$ cat src/hdl/epi_defines.svh
`ifndef EPI_DEFINES_SVH
`define EPI_DEFINES_SVH
// ============================================================
// register byte offsets
`define EPI_OFS_MCU_CONTROL 8'h00
`define EPI_OFS_ENABLE 8'h04
`define EPI_OFS_FLAGS 8'h08
`define EPI_OFS_PC_MASK 8'h0C
`define EPI_OFS_EVT_STATUS 8'h10
`define EPI_OFS_EVT_MASK 8'h14
// ============================================================
// field positions
`define EPI_BIT_SENSE_LO 0
`define EPI_BIT_SENSE_HI 1
`define EPI_BIT_SLEEP_LO 3
`define EPI_BIT_SLEEP_HI 4
`define EPI_BIT_SLEEP_PERMIT 5
`define EPI_BIT_PUD 6
`define EPI_BIT_EXT 6
`define EPI_BIT_PC 5
`define EPI_BIT_EVT_EXT 0
`define EPI_BIT_EVT_PC 1
// ============================================================
// writable masks and reset values
`define EPI_MCU_WMASK 8'h7B
`define EPI_EN_WMASK 8'h60
`define EPI_PCM_WMASK 8'h3F
`define EPI_EVT_WMASK 8'h03
`define EPI_RST_MCU 8'h00
`define EPI_RST_EN 8'h00
`define EPI_RST_PCM 8'h00
`define EPI_RST_EVT 8'h00
`define EPI_PINS 6
`define EPI_EXT_PIN 1
`endif

$ cat src/hdl/epi_pkg.sv
package epi_pkg;
  // sense field encodings, gray along low->change->fall->rise is not
  // meaningful here: the codes are fixed by the control register
  typedef enum logic [1:0] {
    EPI_SENSE_LOW = 2'h0,
    EPI_SENSE_ANY = 2'h1,
    EPI_SENSE_FALL = 2'h2,
    EPI_SENSE_RISE = 2'h3
  } epi_sense_e;

  typedef struct packed {
    logic cyc;
    logic stb;
    logic we;
    logic [7:0] adr;
    logic [3:0] sel;
    logic [31:0] dat;
  } epi_wb_req_s;

  typedef struct packed {
    logic ext;
    logic pc;
  } epi_irq_s;
endpackage

$ cat src/hdl/epi_top.sv
`timescale 1ns/1ps
`include "epi_defines.svh"
// Notes on behaviour
// sense field: 00 low level, 01 any change, 10 falling, 11 rising
// external request only with global enable and external enable set
// pin sampled before edge detection; pulses over one clock caught
// source must hold low level until current instruction completes
// enabled level mode requests continuously while the pin stays low
// edges need io clock; low level detected without it
// pin changes detected without the io clock, able to wake
// pin activity triggers even when pins are outputs
// pin change counts only with its mask bit and global enable
// external flag bit 6 set by edge, cleared by vector or write one
// external flag held clear while low level sensing is selected
// pin change flag bit 5 set by change, cleared by vector or write one
// low level gone before start-up end: wake but no interrupt
// reserved bits of control, enable, flag, mask read zero
// pull-up disable bit 6 turns off every port pull-up
// input gating overridden by mask and enable, or analog disable
// clamp released on external pin only while its request is enabled; code also releases it while its masked pin change is enabled
// high clamped edge pin sets its flag when deep sleep ends; code sets it in rising and any-change modes only, not falling
// external pin two-flop synchronised, previous sample kept
module epi_top #(
  parameter int N_PINS = `EPI_PINS,
  parameter int EXT_PIN = `EPI_EXT_PIN
) (
  // clock and reset
  input wire logic ref_clk,
  input wire logic rst,
  // wishbone slave
  input wire epi_pkg::epi_wb_req_s wb_req,
  output logic [31:0] wb_dat_o,
  output logic wb_ack_o,
  // core side
  input wire logic core_status_word_i,
  input wire logic io_clk_en,
  input wire logic deep_sleep,
  input wire logic vector_ack_ext,
  input wire logic vector_ack_pc,
  output epi_pkg::epi_irq_s irq_req,
  output logic irq,
  output logic wake_req,
  // port pins and pad control
  input wire logic [N_PINS-1:0] pin_change_inputs,
  input wire logic [N_PINS-1:0] analog_input_digital_off,
  output logic [N_PINS-1:0] input_gate_override_enable,
  output logic [N_PINS-1:0] input_gate_override_value,
  output logic global_pullup_disable,
  output logic sleep_permit,
  output logic [1:0] sleep_select
);
  if (N_PINS < 1 || N_PINS > 8 || EXT_PIN >= N_PINS || EXT_PIN < 0) begin : g_bad_params
    $error("epi_top: pin count or external pin index out of range");
  end

  // ==========================================================
  // registers
  logic [7:0] mcu_control;
  logic [7:0] ext_irq_enable;
  logic [7:0] pin_change_mask;
  logic [7:0] evt_status;
  logic [7:0] evt_mask;
  logic ext_irq_flag;
  logic pin_change_flag;
  logic [1:0] sense;
  logic ext_en;
  logic pc_en;
  assign sense = mcu_control[`EPI_BIT_SENSE_HI:`EPI_BIT_SENSE_LO];
  assign ext_en = ext_irq_enable[`EPI_BIT_EXT];
  assign pc_en = ext_irq_enable[`EPI_BIT_PC];

  // ==========================================================
  // bus decode
  logic acc;
  logic wr;
  logic [7:0] wd;
  assign acc = wb_req.cyc && wb_req.stb && !wb_ack_o;
  assign wr = acc && wb_req.we && wb_req.sel[0];
  assign wd = wb_req.dat[7:0];

  always_ff @(posedge ref_clk) begin
    if (rst) begin
      wb_ack_o <= 1'b0;
    end else begin
      wb_ack_o <= acc;
    end
  end

  always_ff @(posedge ref_clk) begin
    if (rst) begin
      mcu_control <= `EPI_RST_MCU;
      ext_irq_enable <= `EPI_RST_EN;
      pin_change_mask <= `EPI_RST_PCM;
      evt_mask <= `EPI_RST_EVT;
    end else if (wr) begin
      // reserved bits never store, so they read back zero
      unique case (wb_req.adr)
        `EPI_OFS_MCU_CONTROL: mcu_control <= wd & `EPI_MCU_WMASK;
        `EPI_OFS_ENABLE: ext_irq_enable <= wd & `EPI_EN_WMASK;
        `EPI_OFS_PC_MASK: pin_change_mask <= wd & `EPI_PCM_WMASK;
        `EPI_OFS_EVT_MASK: evt_mask <= wd & `EPI_EVT_WMASK;
        default: begin
        end
      endcase
    end
  end

  logic [7:0] rd;
  always_comb begin
    rd = 8'h00;
    unique case (wb_req.adr)
      `EPI_OFS_MCU_CONTROL: rd = mcu_control;
      `EPI_OFS_ENABLE: rd = ext_irq_enable;
      `EPI_OFS_FLAGS: begin
        rd[`EPI_BIT_EXT] = ext_irq_flag;
        rd[`EPI_BIT_PC] = pin_change_flag;
      end
      `EPI_OFS_PC_MASK: rd = pin_change_mask;
      `EPI_OFS_EVT_STATUS: rd = evt_status;
      `EPI_OFS_EVT_MASK: rd = evt_mask;
      default: rd = 8'h00;
    endcase
  end

  always_ff @(posedge ref_clk) begin
    if (rst) begin
      wb_dat_o <= 32'h0000_0000;
    end else if (acc) begin
      wb_dat_o <= {24'h00_0000, rd};
    end
  end

  // ==========================================================
  // pin synchronisers and sleep clamp
  logic [N_PINS-1:0] pin_meta;
  logic [N_PINS-1:0] pin_sync;
  logic [N_PINS-1:0] pin_eff;
  logic [N_PINS-1:0] pc_prev;
  logic [N_PINS-1:0] pin_keep;

  always_ff @(posedge ref_clk) begin
    if (rst) begin
      pin_meta <= '0;
      pin_sync <= '0;
    end else begin
      pin_meta <= pin_change_inputs;
      pin_sync <= pin_meta;
    end
  end

  genvar g;
  generate
    for (g = 0; g < N_PINS; g++) begin : g_pin
      logic keep;
      // the ext pin stays live while its request, or its masked pin change request, is enabled
      if (g == EXT_PIN) begin : g_ext
        assign keep = ext_en || (pc_en && pin_change_mask[g]);
      end else begin : g_pc
        assign keep = pc_en && pin_change_mask[g];
      end
      assign pin_keep[g] = keep;
      // a clamped pin reads low; releasing the clamp looks like a rise
      assign pin_eff[g] = pin_sync[g] && (keep || !deep_sleep);
      always_ff @(posedge ref_clk) begin
        if (rst) begin
          input_gate_override_enable[g] <= 1'b0;
          input_gate_override_value[g] <= 1'b0;
        end else begin
          input_gate_override_enable[g] <= keep || analog_input_digital_off[g];
          input_gate_override_value[g] <= analog_input_digital_off[g];
        end
      end
    end
  endgenerate

  // ==========================================================
  // external pin detection
  logic ext_now;
  logic ext_prev;
  logic ext_rise;
  logic ext_fall;
  logic ext_hit;
  logic ext_level;
  assign ext_now = pin_eff[EXT_PIN];
  // edges need the io clock; it is halted in deep sleep
  assign ext_rise = io_clk_en && ext_now && !ext_prev;
  assign ext_fall = io_clk_en && !ext_now && ext_prev;
  assign ext_level = sense == epi_pkg::EPI_SENSE_LOW;

  always_comb begin
    unique case (epi_pkg::epi_sense_e'(sense))
      epi_pkg::EPI_SENSE_LOW: ext_hit = 1'b0;
      epi_pkg::EPI_SENSE_ANY: ext_hit = ext_rise || ext_fall;
      epi_pkg::EPI_SENSE_FALL: ext_hit = ext_fall;
      epi_pkg::EPI_SENSE_RISE: ext_hit = ext_rise;
    endcase
  end

  always_ff @(posedge ref_clk) begin
    if (rst) begin
      ext_prev <= 1'b0;
    end else if (io_clk_en || (deep_sleep && !pin_keep[EXT_PIN])) begin
      // a clamped pin is sampled low even with the io clock halted, so
      // releasing the clamp on resume reads as a rise whenever the pin is high
      ext_prev <= ext_now;
    end
  end

  logic clr_ext;
  logic clr_pc;
  assign clr_ext = vector_ack_ext ||
                   (wr && wb_req.adr == `EPI_OFS_FLAGS && wd[`EPI_BIT_EXT]);
  assign clr_pc = vector_ack_pc ||
                  (wr && wb_req.adr == `EPI_OFS_FLAGS && wd[`EPI_BIT_PC]);

  // set wins over a clear in the same cycle
  always_ff @(posedge ref_clk) begin
    if (rst) begin
      ext_irq_flag <= 1'b0;
    end else if (ext_level) begin
      ext_irq_flag <= 1'b0;
    end else if (ext_hit) begin
      ext_irq_flag <= 1'b1;
    end else if (clr_ext) begin
      ext_irq_flag <= 1'b0;
    end
  end

  // ==========================================================
  // pin change detection, runs without the io clock enable
  logic pc_hit;
  assign pc_hit = pc_en && |((pin_eff ^ pc_prev) & pin_change_mask[N_PINS-1:0]);

  always_ff @(posedge ref_clk) begin
    if (rst) begin
      pc_prev <= '0;
    end else begin
      pc_prev <= pin_eff;
    end
  end

  always_ff @(posedge ref_clk) begin
    if (rst) begin
      pin_change_flag <= 1'b0;
    end else if (pc_hit) begin
      pin_change_flag <= 1'b1;
    end else if (clr_pc) begin
      pin_change_flag <= 1'b0;
    end
  end

  // ==========================================================
  // requests to the core and wake
  logic ext_req_next;
  logic level_low;
  assign level_low = ext_level && !ext_now && ext_en;
  // a level that vanished before start-up yields no request
  assign ext_req_next = core_status_word_i && ext_en &&
                        (ext_level ? !ext_now : ext_irq_flag);

  always_ff @(posedge ref_clk) begin
    if (rst) begin
      irq_req <= '0;
      wake_req <= 1'b0;
    end else begin
      irq_req.ext <= ext_req_next;
      irq_req.pc <= core_status_word_i && pc_en && pin_change_flag;
      wake_req <= level_low || pc_hit;
    end
  end

  // ==========================================================
  // event status and interrupt line
  logic [7:0] evt_set;
  always_comb begin
    evt_set = 8'h00;
    evt_set[`EPI_BIT_EVT_EXT] = ext_hit || level_low;
    evt_set[`EPI_BIT_EVT_PC] = pc_hit;
  end

  always_ff @(posedge ref_clk) begin
    if (rst) begin
      evt_status <= `EPI_RST_EVT;
    end else if (wr && wb_req.adr == `EPI_OFS_EVT_STATUS) begin
      evt_status <= (evt_status & ~wd) | evt_set;
    end else begin
      evt_status <= evt_status | evt_set;
    end
  end

  always_ff @(posedge ref_clk) begin
    if (rst) begin
      irq <= 1'b0;
    end else begin
      irq <= |(evt_status & evt_mask);
    end
  end

  always_ff @(posedge ref_clk) begin
    if (rst) begin
      global_pullup_disable <= 1'b0;
      sleep_permit <= 1'b0;
      sleep_select <= 2'h0;
    end else begin
      global_pullup_disable <= mcu_control[`EPI_BIT_PUD];
      sleep_permit <= mcu_control[`EPI_BIT_SLEEP_PERMIT];
      sleep_select <= mcu_control[`EPI_BIT_SLEEP_HI:`EPI_BIT_SLEEP_LO];
    end
  end
endmodule // epi_top

$ cat config.mk
export PLATFORM = sky130hd
export DESIGN_NAME = epi_top
export DESIGN_NICKNAME = d
export VERILOG_FILES = /design/src/hdl/epi_pkg.sv /design/src/hdl/epi_top.sv
export VERILOG_INCLUDE_DIRS = /design/src /design/src/hdl
export SDC_FILE = /design/constraint.sdc
export NUM_CORES = 1
export LEC_CHECK = 0
export BUFFER_PORTS_ARGS = -buffer_cell sky130_fd_sc_hd__buf_2
export CAP_MARGIN = 40
export CELL_PAD_IN_SITES_DETAIL_PLACEMENT = 1
export CELL_PAD_IN_SITES_GLOBAL_PLACEMENT = 1
export CORE_AREA = 3 3 98 100
export CTS_CLUSTER_DIAMETER = 60
export DETAILED_ROUTE_END_ITERATION = 12
export DIE_AREA = 0 0 101 103
export GPL_ROUTABILITY_DRIVEN = 0
export PLACE_DENSITY_LB_ADDON = 0.1
export RECOVER_POWER = 50
export SLEW_MARGIN = 20
export SYNTH_ARGS = -nofsm -noshare
export SYNTH_HDL_FRONTEND = slang
export SYNTH_SLANG_ARGS = --single-unit
$ cat constraint.sdc
create_clock -name ref_clk -period 2.6 [get_ports ref_clk]
set_clock_uncertainty 0.1 [all_clocks]
set_input_delay 0.52 -clock ref_clk [delete_from_list [all_inputs] [get_ports ref_clk]]
set_output_delay 0.52 -clock ref_clk [all_outputs]
set_load 0.01 [all_outputs]
==> flow_summary_export.csv <==
group,metric,value,unit
clocking,root_buffer,"clkbuf_8",
die,core-area,8760,um2
yosys,yosys.area.top_type,"dfxtp_1",
power,combPwrFrac,6.8,%
yosys,yosys.area_share.simple,24.3,%
drt,vias,2526,
cells_and_area,finalNonFillerCells,525,
timing,slew_headroom,-1.94,%
grt,grt_pass1_vias,2472,
grt,grt_first_pass_wirelength,12700,um
setup_path,slowest_delay,1.14,ns
yosys,yosys.area_share.adder,0,%
timing,timing.setup.tns,0,ns
grt,grt_max_degree,38,
yosys,synth_area_leaders,"dfxtp_1 49%, nand2_1 6.3%, a21oi_1 6.3%, buf_4 6.2%, nor2b_1 5.2%",
place,dp_cells,509,
setup_path,critPathMaxFanout,37,
timing,worstMarginPinSlew,1.53,ns
grt,antenna_found_initial,0,
die,placementRows,34,
clocking,cts_made_buffers,9,
yosys,synthDistinctLibCells,41,
clocking,htree_levels,3,
clocking,cts_setup_buffers,0,
grt,grt_overflow,0,
cells_and_area,syn_to_final_growth,18.5,%
power,internal_power,1.75,mW
cells_and_area,fin_nets,478,
cells_and_area,n_antenna_cell,0,
setup_path,arrival,2.21,ns
timing,setup_violations,0,
setup_path,critPathLaunchType,"input pin",
clocking,cts_sinks,74,
job,drv_cap,1,
hold_path,whs_path_depth,2,
outcome,failed_checks,"max-capacitance violations, max-slew violations",
yosys,yosys_warnings,0,
drt,vias_per_cell,4.81,
setup_path,critical_path_required,2.75,ns
power,ir_drop,0.000200,V
grt,track_usage,15.9,%
power,seqPwrFrac,50.2,%
die,start_util,34.6,%
power,power_density,644,nW/um2
timing,timing.hold.ws,0.233,ns
die,die_y,103,um
place,dpl_cell_area,3410,um2
yosys,synth_area_per_cell,8.90,um2
die,die_w,101,um
hold_path,hold_class,"input pin to flip-flop",
cells_and_area,final_common_cell,"dfxtp_1",
drt,drt-total-wl,8110,um
clocking,clk_pin_slew,0.08,ns
clocking,clk_latency,0.35,ns
clocking,ctsHoldBuffers,0,
timing,grt_setup_unrepaired,"no",
clocking,postCtsResizedCells,0,
power,pwr-share-clk,43.0,%
timing,fin_crit,2.06,ns
clocking,cts_tree,"yes",
setup_path,crit_type,"input pin to flip-flop",
drt,first_pass_iters,4,
yosys,syn_area,3040,um2
yosys,synth.area.mux_share,3.09,%
yosys,synth_top_family_by_area,"simple AND/OR/NAND/NOR gates",
timing,post-route-period-util,79.2,%
drt,postRouteAntennaNets,0,
place,post-dp-hpwl,6050,um
power,p_sw,0.563,mW
cells_and_area,layout_common_cells,"74 x dfxtp_1, 51 x nand2_1, 51 x buf_2, 38 x a21oi_1, 25 x nor2b_1",
power,power,2.32,mW
cells_and_area,finalInstanceArea,3600,um2
yosys,ys_dominant_reg_cell,"dfxtp_1",
drt,drtIter0Drc,83,
place,port-buffer-count,67,
cells_and_area,drive_above_1_share,20.4,%
yosys,yosys_register_bits,74,
yosys,synth-seq-area-share,48.8,%
timing,hold_viol,0,
yosys,synth-compound-area-share,12.8,%
timing,max_freq,486,MHz
setup_path,crit_top_cell,"clkbuf_1",
power,leakagePower,1.46,nW
timing,slew_viol_final,38,
drt,wl_per_cell,15.4,um
yosys,synth_edf_count,0,
outcome,status,"finished, violations left",
setup_path,path_cells,"clkbuf_1, clkbuf_1, nor2_1, a31o_1",
setup_path,cp_slowest_cell,"clkbuf_1",
die,die_area,10400,um2
die,io_pins,119,
power,sw_frac_of_total,24.3,%
yosys,ys_async_sr_fraction,0,%
setup_path,end_kind,"flip-flop",
yosys,yosys.area_share.xor_xnor,1.73,%
yosys,synth_cells,341,
yosys,netlist.area_leader.share,48.8,%
drt,drc,0,
setup_path,reg2regPathDepth,6,
clocking,cts.path.max_buffers,2,
-- registers in the layout, indices dropped and copies added (netlist names), 2 cells and up --
name,flops
ext_irq_enable,2
pc_prev,6
input_gate_override_enable,6
pin_sync,6
wb_dat_o,8
evt_status,8
mcu_control,6
pin_change_mask,6
pin_meta,6
sleep_select,2
irq_req,2
input_gate_override_value,6
evt_mask,2
-- routing by layer --
| metal | up-vias | routed length, um | track usage (%) |
|---|---|---|---|
| met1 | 1175 | 3810 | 21.0 |
| met2 | 87 | 3650 | 25.3 |
| li1 | 1254 | - | - |
| met4 | 0 | 113 | 6.13 |
| met5 | - | 0 | 0 |
| met3 | 10 | 529 | 3.59 |
-- cell families after synthesis --
group	Yosys count
compound gates	67
xor+xnor	6
buf+inv	45
flops	74
mux	9
other cells	1
simple gates	139
-- critical path, delay by kind of cell --
kind | cells | cell delay, ns
buffers and inverters | 2 | 1.31
AOI/OAI and AO/OA | 1 | 0.27
and+or+nand+nor | 1 | 0.10
-- power groups by stage --
stage | registers (mW) | logic, mW | clock network, mW
2_1_floorplan | 1.19 | 0.108 | 0
3_3_place_gp | 1.19 | 0.161 | 0
3_5_place_dp | 1.19 | 0.162 | 0
4_1_cts | 1.16 | 0.163 | 1.02
5_1_grt | 1.17 | 0.176 | 1.06
6_report | 1.16 | 0.158 | 0.995
-- final timing paths --
kind / startpoint / end / slack (ns)
worst min register to register: evt_status[4] / evt_status[4] / 0.33
worst max register to register: ext_irq_enable[5] / evt_status[1] / 0.61
worst min-delay path: wb_req[7] / evt_status[7] / 0.23
worst max-delay path: rst / pin_change_flag / 0.54
-- Yosys cell counts (2+ instances only) --
master     n
nor2_1    19
inv_1      4
buf_1      3
nand2_1   51
mux2_2     3
dfxtp_1   74
and4b_1    2
nand3_1   22
o21ai_0   12
nand2b_1   2
clkbuf_1   9
buf_2      3
a21oi_1   38
a311oi_1   2
nand4_1    3
xnor2_1    6
a22oi_1    7
nor2b_1   25
or4_4      2
a32oi_1    2
buf_4     25
nor4_4     2
and3_1     2
mux2i_1    6
-- cell type report --
type | count | area [um2]
fill | 1072 | 5170
sequential | 74 | 1480
clock inverter | 6 | 87.6
multi-input combinational | 245 | 1360
clock buffer | 10 | 128
inverter | 4 | 15.0
tap | 108 | 135
timing repair buffer | 78 | 387
-- stage by stage --
stage	utilization (%)	worst slack [ns]
2_1_floorplan	-	0.552
6_report	41.0	0.541
3_5_place_dp	38.9	0.277
4_1_cts	41.4	0.624
3_3_place_gp	38.9	0.303
5_1_grt	41.0	0.314
(Power assumes the default switching activity.)
